File: src/hdl/qpc_defs.svh
/*
 Register offsets, field positions, masks, reset values and response codes
 of the quadrature position counter. Assumes inclusion by bare name.
*/
`ifndef QPC_DEFS_SVH
`define QPC_DEFS_SVH

// ------------------------------------------------------------
// Register byte addresses
// ------------------------------------------------------------
`define QPC_ADDR_CTRL 5'h00
`define QPC_ADDR_POSH 5'h04
`define QPC_ADDR_POSL 5'h08
`define QPC_ADDR_HOLD 5'h0C
`define QPC_ADDR_CFG 5'h10

// ------------------------------------------------------------
// Control fields
// ------------------------------------------------------------
`define QPC_CCM_LSB 0
`define QPC_EXTERNAL_GATE_ENABLE_BIT 2
`define QPC_POL_BIT 3
`define QPC_DIV_LSB 4
`define QPC_PIM_LSB 8
`define QPC_CTRL_MASK 16'h07FF

// ------------------------------------------------------------
// Phase configuration fields
// ------------------------------------------------------------
`define QPC_IMV_LSB 0
`define QPC_SWAP_BIT 2
`define QPC_APOL_BIT 3
`define QPC_BPOL_BIT 4
`define QPC_CFG_MASK 16'h001F

`define QPC_RESET_WORD 16'h0000
`define QPC_RESP_OKAY 2'h0
`define QPC_RESP_SLVERR 2'h2

`endif

File: src/hdl/qpc_pkg.sv
/*
 Types of the quadrature position counter.
 Assumes the defs header is compiled with it.
*/
package qpc_pkg;
   typedef enum logic [1:0] {
      QPC_MODE_QUAD,
      QPC_MODE_EXT_DIR,
      QPC_MODE_EXT_CLK,
      QPC_MODE_TIMER
   } qpc_mode_type;
endpackage : qpc_pkg

File: src/hdl/qpc_prescaler.sv
/*
 Power-of-two prescaler producing a one-cycle count enable.
 Assumes a synchronous active-high reset and one clock.
*/
`timescale 1ns/1ps
`default_nettype none
module qpc_prescaler
   import qpc_pkg::*;
#(
   parameter int DIV_W = 3
) (
   input wire logic ref_clk,
   input wire logic reset,
   input wire logic [DIV_W-1:0] divSel,
   output logic tick
);
   logic [(1<<DIV_W)-1:0] count_q;
   logic [(1<<DIV_W)-1:0] limit;

   // [RULE_01] Divide by two to the code
   assign limit = ((1 << DIV_W)'(1) << divSel) - 1'b1;

   always_ff @(posedge ref_clk) begin
      if (reset || count_q >= limit) begin
         count_q <= '0;
      end else begin
         count_q <= count_q + 1'b1;
      end
   end

   // Code 000 gives an enable every cycle
   assign tick = (count_q >= limit);
endmodule : qpc_prescaler
`default_nettype wire

File: src/hdl/qpc_counter.sv
/*
 Quadrature position counter with AXI4-Lite register slave.
 Assumes encoder inputs already synchronous to ref_clk.
*/
`timescale 1ns/1ps
`default_nettype none
`include "qpc_defs.svh"

// Function
// [RULE_01] The 3-bit prescale code divides the counter clock 1:1 to 1:128.
// [RULE_02] Polarity 0 counts positive unless the up/down input reverses it.
// [RULE_03] With gate enable set the gate input controls counting, else none.
// [RULE_04] Mode 11 timer, 10 and 01 external clock, 00 quadrature x4.
// [RULE_05] Modes 10 and 11 run as timers and ignore position init mode.
// [RULE_06] In mode 00 phases equal to the index match value clear the count.
// [RULE_07] Swap and polarity apply to the phases before the index match.
// [RULE_08] Software keeps the counter rate at twice the quadrature rate.
// [RULE_09] Two 16-bit words form the 32-bit count, cleared at reset.
// [RULE_10] A 16-bit hold register carries the high word for software.
// [RULE_11] Low read latches high into hold; low write loads high from hold.
// [RULE_12] Quadrature x4 steps on every phase edge with decoded direction.
module qpc_counter
   import qpc_pkg::*;
#(
   parameter int CNT_W = 32,
   parameter int DIV_W = 3
) (
   input wire logic ref_clk,
   input wire logic reset,
   input wire logic phaseA,
   input wire logic phaseB,
   input wire logic extUpDown,
   input wire logic extGate,
   input wire logic [4:0] s_axi_awaddr,
   input wire logic s_axi_awvalid,
   output logic s_axi_awready,
   input wire logic [31:0] s_axi_wdata,
   input wire logic [3:0] s_axi_wstrb,
   input wire logic s_axi_wvalid,
   output logic s_axi_wready,
   output logic [1:0] s_axi_bresp,
   output logic s_axi_bvalid,
   input wire logic s_axi_bready,
   input wire logic [4:0] s_axi_araddr,
   input wire logic s_axi_arvalid,
   output logic s_axi_arready,
   output logic [31:0] s_axi_rdata,
   output logic [1:0] s_axi_rresp,
   output logic s_axi_rvalid,
   input wire logic s_axi_rready,
   output logic [CNT_W-1:0] positionCount
);
   // ------------------------------------------------------------
   // Registers
   // ------------------------------------------------------------
   logic [15:0] ctrl_q;
   logic [15:0] cfg_q;
   logic [15:0] hold_q;
   logic [CNT_W-1:0] pos_q;
   logic phA_q;
   logic phB_q;
   logic [4:0] awAddr_q;
   logic [31:0] wData_q;
   logic [3:0] wStrb_q;
   logic awHave_q;
   logic wHave_q;

   qpc_mode_type mode;
   logic tick;
   logic gateOk;
   logic phA;
   logic phB;
   logic edgeSeen;
   logic dirUp;
   logic upDown;
   logic idxMatch;
   logic doWrite;
   logic doRead;

   // Byte-lane merge, used for every writable word
   function automatic logic [15:0] merge16(input logic [15:0] old,
                                           input logic [31:0] wd,
                                           input logic [3:0] st);
      merge16 = old;
      if (st[0]) begin
         merge16[7:0] = wd[7:0];
      end
      if (st[1]) begin
         merge16[15:8] = wd[15:8];
      end
   endfunction : merge16

   assign mode = qpc_mode_type'(ctrl_q[`QPC_CCM_LSB +: 2]);

   // ------------------------------------------------------------
   // Count enable and phase decode
   // ------------------------------------------------------------
   qpc_prescaler #(
      .DIV_W(DIV_W)
   ) u_prescaler (
      .ref_clk(ref_clk),
      .reset(reset),
      .divSel(ctrl_q[`QPC_DIV_LSB +: DIV_W]),
      .tick(tick)
   );

   // [RULE_03] Gate qualifies counting
   assign gateOk = !ctrl_q[`QPC_EXTERNAL_GATE_ENABLE_BIT] || extGate;

   // [RULE_07] Swap then polarity
   assign phA = (cfg_q[`QPC_SWAP_BIT] ? phaseB : phaseA)
                ^ cfg_q[`QPC_APOL_BIT];
   assign phB = (cfg_q[`QPC_SWAP_BIT] ? phaseA : phaseB)
                ^ cfg_q[`QPC_BPOL_BIT];

   // [RULE_06] Index match on conditioned phases
   assign idxMatch = ({phB, phA} == cfg_q[`QPC_IMV_LSB +: 2]);

   // [RULE_12] Edge on either phase, direction from order
   assign edgeSeen = (phA != phA_q) || (phB != phB_q);
   assign dirUp = (phA_q ^ phB);

   // [RULE_02] Polarity reverses the up/down sense
   assign upDown = extUpDown ^ ctrl_q[`QPC_POL_BIT];

   always_ff @(posedge ref_clk) begin
      if (reset) begin
         phA_q <= 1'b0;
         phB_q <= 1'b0;
      end else begin
         phA_q <= phA;
         phB_q <= phB;
      end
   end

   // ------------------------------------------------------------
   // AXI4-Lite handshake
   // ------------------------------------------------------------
   assign doWrite = awHave_q && wHave_q && !s_axi_bvalid;
   assign doRead = s_axi_arvalid && s_axi_arready;

   always_ff @(posedge ref_clk) begin
      if (reset) begin
         awHave_q <= 1'b0;
         awAddr_q <= '0;
         s_axi_awready <= 1'b0;
      end else if (s_axi_awvalid && s_axi_awready) begin
         awHave_q <= 1'b1;
         awAddr_q <= s_axi_awaddr;
         s_axi_awready <= 1'b0;
      end else if (doWrite) begin
         awHave_q <= 1'b0;
         s_axi_awready <= 1'b0;
      end else begin
         s_axi_awready <= !awHave_q && !s_axi_bvalid && !s_axi_awready;
      end
   end

   always_ff @(posedge ref_clk) begin
      if (reset) begin
         wHave_q <= 1'b0;
         wData_q <= '0;
         wStrb_q <= '0;
         s_axi_wready <= 1'b0;
      end else if (s_axi_wvalid && s_axi_wready) begin
         wHave_q <= 1'b1;
         wData_q <= s_axi_wdata;
         wStrb_q <= s_axi_wstrb;
         s_axi_wready <= 1'b0;
      end else if (doWrite) begin
         wHave_q <= 1'b0;
         s_axi_wready <= 1'b0;
      end else begin
         s_axi_wready <= !wHave_q && !s_axi_bvalid && !s_axi_wready;
      end
   end

   always_ff @(posedge ref_clk) begin
      if (reset) begin
         s_axi_bvalid <= 1'b0;
         s_axi_bresp <= `QPC_RESP_OKAY;
      end else if (doWrite) begin
         s_axi_bvalid <= 1'b1;
         case (awAddr_q)
            `QPC_ADDR_CTRL, `QPC_ADDR_POSH, `QPC_ADDR_POSL,
            `QPC_ADDR_HOLD, `QPC_ADDR_CFG: begin
               s_axi_bresp <= `QPC_RESP_OKAY;
            end
            default: begin
               s_axi_bresp <= `QPC_RESP_SLVERR;
            end
         endcase
      end else if (s_axi_bready) begin
         s_axi_bvalid <= 1'b0;
      end
   end

   // ------------------------------------------------------------
   // Control and phase configuration words
   // ------------------------------------------------------------
   always_ff @(posedge ref_clk) begin
      if (reset) begin
         ctrl_q <= `QPC_RESET_WORD;
      end else if (doWrite && awAddr_q == `QPC_ADDR_CTRL) begin
         ctrl_q <= merge16(ctrl_q, wData_q, wStrb_q) & `QPC_CTRL_MASK;
      end
   end

   always_ff @(posedge ref_clk) begin
      if (reset) begin
         cfg_q <= `QPC_RESET_WORD;
      end else if (doWrite && awAddr_q == `QPC_ADDR_CFG) begin
         cfg_q <= merge16(cfg_q, wData_q, wStrb_q) & `QPC_CFG_MASK;
      end
   end

   // ------------------------------------------------------------
   // Hold register
   // ------------------------------------------------------------
   always_ff @(posedge ref_clk) begin
      if (reset) begin
         hold_q <= `QPC_RESET_WORD;
      // [RULE_11] Low read snapshots high word
      end else if (doRead && s_axi_araddr == `QPC_ADDR_POSL) begin
         hold_q <= pos_q[31:16];
      // [RULE_10] Software access to hold
      end else if (doWrite && awAddr_q == `QPC_ADDR_HOLD) begin
         hold_q <= merge16(hold_q, wData_q, wStrb_q);
      end
   end

   // ------------------------------------------------------------
   // Position counter; software writes win over counting
   // ------------------------------------------------------------
   always_ff @(posedge ref_clk) begin
      // [RULE_09] Cleared at reset
      if (reset) begin
         pos_q <= '0;
      end else if (doWrite && awAddr_q == `QPC_ADDR_POSH) begin
         pos_q[31:16] <= merge16(pos_q[31:16], wData_q, wStrb_q);
      end else if (doWrite && awAddr_q == `QPC_ADDR_POSL) begin
         // [RULE_11] Low write commits hold to high
         pos_q[15:0] <= merge16(pos_q[15:0], wData_q, wStrb_q);
         pos_q[31:16] <= hold_q;
      end else begin
         // [RULE_04] Mode select
         case (mode)
            QPC_MODE_QUAD: begin
               // [RULE_06] Index match clears both words
               if (idxMatch && gateOk) begin
                  pos_q <= '0;
               // [RULE_12] x4 step per edge
               end else if (edgeSeen && gateOk) begin
                  pos_q <= dirUp ? pos_q + 1'b1 : pos_q - 1'b1;
               end
            end
            QPC_MODE_EXT_DIR: begin
               // [RULE_02] Counts on phase A rise, sense set by up/down
               if (phA && !phA_q && gateOk) begin
                  pos_q <= upDown ? pos_q - 1'b1 : pos_q + 1'b1;
               end
            end
            QPC_MODE_EXT_CLK: begin
               // [RULE_05] Timer counting, init mode ignored
               if (phA && !phA_q && gateOk) begin
                  pos_q <= pos_q + 1'b1;
               end
            end
            QPC_MODE_TIMER: begin
               // [RULE_01] Prescaled internal clock
               if (tick && gateOk) begin
                  pos_q <= pos_q + 1'b1;
               end
            end
            default: begin
               pos_q <= pos_q;
            end
         endcase
      end
   end

   // ------------------------------------------------------------
   // Read data path
   // ------------------------------------------------------------
   always_ff @(posedge ref_clk) begin
      if (reset) begin
         s_axi_arready <= 1'b0;
         s_axi_rvalid <= 1'b0;
         s_axi_rdata <= '0;
         s_axi_rresp <= `QPC_RESP_OKAY;
      end else if (doRead) begin
         s_axi_arready <= 1'b0;
         s_axi_rvalid <= 1'b1;
         s_axi_rresp <= `QPC_RESP_OKAY;
         case (s_axi_araddr)
            `QPC_ADDR_CTRL: s_axi_rdata <= {16'h0000, ctrl_q};
            `QPC_ADDR_POSH: s_axi_rdata <= {16'h0000, pos_q[31:16]};
            `QPC_ADDR_POSL: s_axi_rdata <= {16'h0000, pos_q[15:0]};
            `QPC_ADDR_HOLD: s_axi_rdata <= {16'h0000, hold_q};
            `QPC_ADDR_CFG: s_axi_rdata <= {16'h0000, cfg_q};
            default: begin
               s_axi_rdata <= 32'h00000000;
               s_axi_rresp <= `QPC_RESP_SLVERR;
            end
         endcase
      end else if (s_axi_rvalid) begin
         if (s_axi_rready) begin
            s_axi_rvalid <= 1'b0;
         end
      end else begin
         // One read in flight keeps the hold snapshot unambiguous
         s_axi_arready <= !s_axi_arready;
      end
   end

   always_ff @(posedge ref_clk) begin
      if (reset) begin
         positionCount <= '0;
      end else begin
         positionCount <= pos_q;
      end
   end
endmodule : qpc_counter
`default_nettype wire

File: config.mk
export PLATFORM = sky130hd
export DESIGN_NAME = qpc_counter
export DESIGN_NICKNAME = d
export VERILOG_FILES = /design/src/hdl/qpc_pkg.sv /design/src/hdl/qpc_prescaler.sv /design/src/hdl/qpc_counter.sv
export VERILOG_INCLUDE_DIRS = /design/src /design/src/hdl
export SDC_FILE = /design/constraint.sdc
export NUM_CORES = 1
export LEC_CHECK = 0
export ABC_AREA = 1
export ABC_CLOCK_PERIOD_IN_PS = 2700
export BUFFER_PORTS_ARGS = -buffer_cell sky130_fd_sc_hd__buf_2
export CAP_MARGIN = 20
export CORE_MARGIN = 1.5
export CORE_UTILIZATION = 55
export CTS_BUF_LIST = sky130_fd_sc_hd__clkbuf_8
export CTS_CLUSTER_SIZE = 28
export DETAILED_ROUTE_END_ITERATION = 6
export GPL_TIMING_DRIVEN = 0
export PLACE_DENSITY = 0.77
export SETUP_SLACK_MARGIN = 0.2
export SLEW_MARGIN = 5
export SYNTH_ARGS = -nofsm -noshare
export SYNTH_HDL_FRONTEND = slang
export SYNTH_SLANG_ARGS = --single-unit
File: constraint.sdc
create_clock -name ref_clk -period 2.7 [get_ports ref_clk]
set_input_delay 0.54 -clock ref_clk [delete_from_list [all_inputs] [get_ports ref_clk]]
set_output_delay 0.54 -clock ref_clk [all_outputs]
set_load 0.02 [all_outputs]
# Word-level counts from Yosys, hierarchy flattened
# Index checks and enable logic that the tools add are counted.
# op_classes
add_sub_neg	4
order_cmp	1
eq_ne	26
shifts	1
muxes	27
bitwise_logic	5
n_reduce_logical	54
# ops
cell	count
32-bit 2-to-1 mux	8
32-bit one-hot mux with 4 select lines	1
16-bit one-hot mux with 5 select lines	1
16-bit 2-to-1 mux	3
32-bit by 1-bit adder with 32-bit output (second input constant)	1
32-bit by 1-bit subtractor with 32-bit output (second input constant)	1
5-bit by 4-bit equality test with 1-bit output (second input constant)	4
1-bit logical AND	20
8-bit 2-to-1 mux	2
4-bit != test (second input constant)	4
6-bit AND reduction	2
2-bit nonzero test	6
5-bit by 3-bit equality test with 1-bit output (second input constant)	2
5-bit equality test (second input constant)	2
5-bit zero test	2
1-bit 2-to-1 mux	10
2-bit AND reduction	5
5-bit AND reduction	2
5-bit OR reduction	2
3-bit != test (second input constant)	3
8-bit by 1-bit adder with 8-bit output (second input constant)	1
8-bit >= comparator	1
1-bit zero test	8
2-bit != test (second input constant)	4
other kinds (14)	23
# word_totals
ff_bits	172
input_bits	57
out_inout_bits	73
wordCells	144

# Depth between registers and ports, before layout
# logic_depth
depth_word	10
ltp_mapped	16
mapped_depth_nobuf	16

# Cells and area by module
# A second synthesis with hierarchy kept.
# hier_totals
hier_cells	1559
area_unflattened_um2	9764.4
# modules_own_cells
module	instances	cells_each	area_each_um2	seq_area_each_um2
qpc_counter	1	1469	9131.3	2922.8
qpc_prescaler	1	90	633.1	160.2

# Worst setup path before layout
# No wires, ideal clock.
# synth_path
path_kind	input port to flip-flop
from	in phaseB
to	reg pos_q[18]
setup_time_ns	0.117
t_arrival_ns	1.908
required_time_ns	2.583
path_slack_ns	0.675
path_stages	14
n_path_buf	1
cell_sequence	nand2_1 -> nand2_1 -> nand2_1 -> nand2_1 -> inv_1 -> ha_1 -> nand3_1 -> a21oi_2 -> nand2_1 -> nand3_2 -> buf_6 -> nand2_1 -> o21ai_0 -> nor2_1
# synth_via
elab_cells_between_ends	23
cone_classes	eq/ne: 6; mux: 8; bitwise: 3; reduce/logical: 6
# synth_lines
item	line_no	source
start, declared	qpc_counter.sv:31	input wire logic phaseB,
1-bit 2-to-1 mux (*)	qpc_counter.sv:111	assign phA = (cfg_q[`QPC_SWAP_BIT] ? phaseB : phaseA)
1-bit bitwise XOR (*)	qpc_counter.sv:111	
named net phA	qpc_counter.sv:71	logic phA;
2-bit equality test	qpc_counter.sv:117	assign idxMatch = ({phB, phA} == cfg_q[`QPC_IMV_LSB +: 2]);
1-bit logical AND	qpc_counter.sv:250	if (idxMatch && gateOk) begin
32-bit 2-to-1 mux	qpc_counter.sv:250	
32-bit one-hot mux with 4 select lines	qpc_counter.sv:247	case (mode)
32-bit 2-to-1 mux	qpc_counter.sv:241	end else if (doWrite && awAddr_q == `QPC_ADDR_POSL) begin
16-bit 2-to-1 mux	qpc_counter.sv:239	end else if (doWrite && awAddr_q == `QPC_ADDR_POSH) begin
end signal, assigned	qpc_counter.sv:240	pos_q[31:16] <= merge16(pos_q[31:16], wData_q, wStrb_q);
end signal, assigned	qpc_counter.sv:244	pos_q[31:16] <= hold_q;
end signal, assigned	qpc_counter.sv:254	pos_q <= dirUp ? pos_q + 1'b1 : pos_q - 1'b1;
end, declared	qpc_counter.sv:59	logic [CNT_W-1:0] pos_q;
# The timed path passes the listed nets; every way through them passes the cells marked *. The select of a mux whose other input is x is not followed.
# A chain may end at the register's enable or synchronous reset.

# Final worst setup path
# layout_path
from	reg pos_q[7]
to	reg pos_q[23]
# layout_via
elab_chain_len	7
elab_cells_between_ends	12
cone_classes	add/sub: 2; mux: 10
# layout_lines
item	line_no	source
start signal, assigned	qpc_counter.sv:243	pos_q[15:0] <= merge16(pos_q[15:0], wData_q, wStrb_q);
start signal, assigned	qpc_counter.sv:254	
start signal, assigned	qpc_counter.sv:260	pos_q <= upDown ? pos_q - 1'b1 : pos_q + 1'b1;
32-bit by 1-bit subtractor with 32-bit output or 32-bit by 1-bit adder with 32-bit output (tied branches)	qpc_counter.sv:254, qpc_counter.sv:260, qpc_counter.sv:266	
32-bit 2-to-1 mux	qpc_counter.sv:254	
32-bit 2-to-1 mux	qpc_counter.sv:253	end else if (edgeSeen && gateOk) begin
32-bit 2-to-1 mux	qpc_counter.sv:250	
32-bit one-hot mux with 4 select lines (*)	qpc_counter.sv:247	
32-bit 2-to-1 mux (*)	qpc_counter.sv:241	
16-bit 2-to-1 mux (*)	qpc_counter.sv:239	
# Mark *: on every way between the ends. The rest lies on a longest branch, timed or not. The select of a mux whose other input is x is not followed.

==> results_dict.tcl <==
set metrics [dict create \
    critical_path.most_common_cell "sky130_fd_sc_hd__nand2_1" \
    fp.dieW_um 137.4 \
    criticalPathCategory "reg2reg" \
    globalplace.congestion 1.082 \
    worst-slew-pin-transition_ps 776.7 \
    grt_max_degree 17 \
    first_drt_iteration_drcs 1701 \
    grt_pass1_wl_um 55780 \
    synth_flop_cell "sky130_fd_sc_hd__dfxtp_1" \
    netlist-cell-type-count 47 \
    routed_wl_um 37740 \
    synth_area_leader_cell "sky130_fd_sc_hd__dfxtp_1" \
    cell_chain_of_the_critical_path "nand2_1 -> nor2_1 -> nand2_1 -> nor2_1 -> nand3_1 -> nand2_1 -> nand2_1 -> nand3_1 -> nand3_1 -> nand2_1 -> nand2_1 -> nand3_1 -> nand2_1" \
    crit_path_arrival_time_ps 2900 \
    start_util_pct 56.82 \
    clock_skew_ps 22.35 \
    cts_tree "done" \
    finalSetupViolCount 0 \
    clock_insertion_delay_worst_skew_ps 490 \
    endpoint_kind "register" \
    drt-vias-per-instance 6.012 \
    critical_path_cell_count 13 \
    min_delay_path_depth 3 \
    cellLeakagePower_nw 5.121 \
    worst_ir_drop_on_vdd_mv 0.3722 \
    die_extent_in_y_um 137.4 \
    placedInstanceArea_um2 10740 \
    final_core_utilization_pct 64.40 \
    required_ps 3070 \
    dr.pass1.iters 6 \
    slew-limit-headroom_pct 48.22 \
    via_count_of_the_routed_design 11946 \
    yosys.cell_count.top_type "sky130_fd_sc_hd__nand2_1" \
    non_filler_cells_final 1987 \
    finalSetupTns_ps 0 \
    synth.area.top_cells "sky130_fd_sc_hd__dfxtp_1 (31%), sky130_fd_sc_hd__nand2_1 (16%), sky130_fd_sc_hd__nor2_1 (9.1%), sky130_fd_sc_hd__nand3_1 (8.8%), sky130_fd_sc_hd__o21ai_0 (5.4%)" \
    finalCriticalPeriod_ps 2531 \
    finalMaxSlewViolations 0 \
    post_drt_wl_per_cell_um 18.99 \
    antenna_found_initial 1 \
    synth-edff-count 0 \
    ys_top_cells_by_count "sky130_fd_sc_hd__nand2_1 (422), sky130_fd_sc_hd__nor2_1 (242), sky130_fd_sc_hd__nand3_1 (175)" \
    path_buf_inv 0 \
    clock_tree.root_cell "sky130_fd_sc_hd__clkbuf_8" \
    core_region_area_um2 17480 \
    clkTransAtPathRegs_ps 100 \
    ios 130 \
    dpl.hpwl_um 28620 \
    finalHoldViolCount 0 \
    row_count 48 \
    worst_r2r_path_depth 13 \
    place.port_buffers 93 \
    crit_path_max_fanout 7 \
    synth_top_area_share_pct 31.05 \
    layout_worst_path_cycle_share_pct 93.74 \
    worst_path_dominant_cell_family "simple AND/OR/NAND/NOR gates" \
    status "completed" \
    ctsLongestPathBuffers 2 \
    synthesis.area_per_instance_um2 6.133 \
    cpMaxStageDelayCell "sky130_fd_sc_hd__dfxtp_1" \
    filler_cell_count 1689 \
    cts_max_level 4 \
    share_of_layout_cells_above_drive_strength_1_pct 13.56 \
    number_of_nets_at_the_end_of_the_flow 1819 \
    drt_drc_violations_left 0 \
    maxCapViolCount 0 \
    fp.dieArea_um2 18870 \
    max_stage_delay_ps 650 \
    number_of_synthesized_register_bits 154 \
    grt.overflow.total 0 \
    clkSinkCount 154 \
    cell_area_after_synthesis_um2 9930 \
    design_area_final_um2 11260 \
    area_growth_pct 13.36 \
    antenna-diode-count 0 \
    synth.yosys.warnings 0 \
    asyncSetResetFlopFracSynth_pct 0 \
    hold_path.class "in2reg" \
    share_of_the_yosys_chip_area_belonging_to_registers_pct 31.05 \
    setup.worst_path.start_class "register" \
    place.detailed.instances 1954 \
    overall_routing_resource_usage_pct 39.81 \
    postRouteAntennaNets 0 \
    pwr_density_nw_per_um2 545.0 \
    rsz_0062_raised_after_global_routing "no" \
    netlist_instances 1619 \
    fmax_ghz 0.3951 \
    grt_pass1_vias 10344 \
    cts_inserted_buffers 17 \
    fin_worst_hold_slack_ps 307.4 \
]
-- sequential cells by signal, indices dropped and copies added (netlist names) --
name,cells
pos_q,32
positionCount,32
hold_q,16
s_axi_rdata,16
wData_q,16
ctrl_q,11
u_prescaler.count_q,8
awAddr_q,5
cfg_q,5
wStrb_q,2
awHave_q,1
phA_q,1
phB_q,1
s_axi_arready,1
s_axi_awready,1
s_axi_bresp,1
s_axi_bvalid,1
s_axi_rresp,1
s_axi_rvalid,1
s_axi_wready,1
wHave_q,1
-- power breakdown --
group | internal [mW] | switching (mW) | leakage, nW
Combinational | 0.521 | 1.25 | 3.66
Sequential | 2.41 | 0.125 | 1.26
Clock | 0.879 | 0.953 | 0.206
-- layout by cell type, fill, tap and decap left out, drive strengths merged --
cell | synthesis | final
a21boi | 1 | 1
a21oi | 77 | 77
a221oi | 6 | 6
a31oi | 22 | 22
and2 | 1 | 1
buf | 51 | 143
bufinv | 0 | 2
clkbuf | 51 | 73
clkinv | 3 | 7
clkinvlp | 0 | 1
conb | 2 | 19
dfxtp | 154 | 154
ha | 12 | 12
inv | 146 | 151
nand2 | 426 | 426
nand3 | 179 | 179
nand4 | 25 | 25
nor2 | 250 | 250
nor3 | 5 | 5
nor3b | 2 | 2
nor4 | 3 | 3
o211ai | 7 | 7
o21a | 1 | 1
o21ai | 120 | 120
o21bai | 3 | 3
o221ai | 2 | 2
o22ai | 21 | 21
o31ai | 2 | 2
or2 | 12 | 12
xnor2 | 3 | 3
xor2 | 32 | 32
-- kinds of logic after synthesis --
kind of cell	after synthesis	synth area share, %
simple gates	903	38.72
compound gates	262	14.78
buf+inv	251	10.70
flops	154	31.05
xor+xnor	35	3.163
fa+ha+maj	12	1.512
other cells	2	0.07563
-- metal layers --
layer	global-route usage [%]	routed length [µm]	vias up
li1	-	-	5498
met1	51.24	14420	5321
met2	61.42	16010	914
met3	9.088	4791	213
met4	22.46	2514	0
met5	0	0	-
-- repair_timing --
item,CTS,global route
pin swaps,0,3
gates cloned,0,1
setup buffers,0,1
hold buffers,0,0
endpoints found under the setup margin,6,33
gates resized for setup,1,39
-- final cells by class --
cell class / count / area [µm²] / share of cell area [%]
Multi-Input combinational cell: 1231 / 5901 / 52.42
Clock inverter: 12 / 140.1 / 1.245
Buffer: 102 / 520.5 / 4.624
Timing Repair Buffer: 95 / 498.0 / 4.424
Tap cell: 225 / 281.5 / 2.501
Sequential cell: 154 / 3093 / 27.48
Inverter: 149 / 560.5 / 4.980
Clock buffer: 19 / 261.5 / 2.323
-- worst register-to-register path, delay by kind of cell, from the launching register on --
kind | cells | cell delay [ps]
and+or+nand+nor | 13 | 1760
DFF | 1 | 650
-- stage by stage --
| step | setup WS (ps) | total power [mW] |
|---|---|---|
| after CTS | 225.0 | 6.012 |
| final | 169.1 | 6.134 |
| after global placement | 124.1 | 4.210 |
| after global routing | 173.3 | 6.375 |
| after detailed placement | 58.32 | 4.238 |
| after floorplan | 674.6 | 3.728 |
-- path summary, 6_finish.rpt --
check / start / to / slack (ps)
max reg2reg: pos_q[7] / pos_q[23] / 170
min reg2reg: ctrl_q[8] / ctrl_q[8] / 460
min: s_axi_awaddr[1] / awAddr_q[1] / 310
max: pos_q[7] / pos_q[23] / 170
Note: power is estimated with default switching activity, not from simulation.
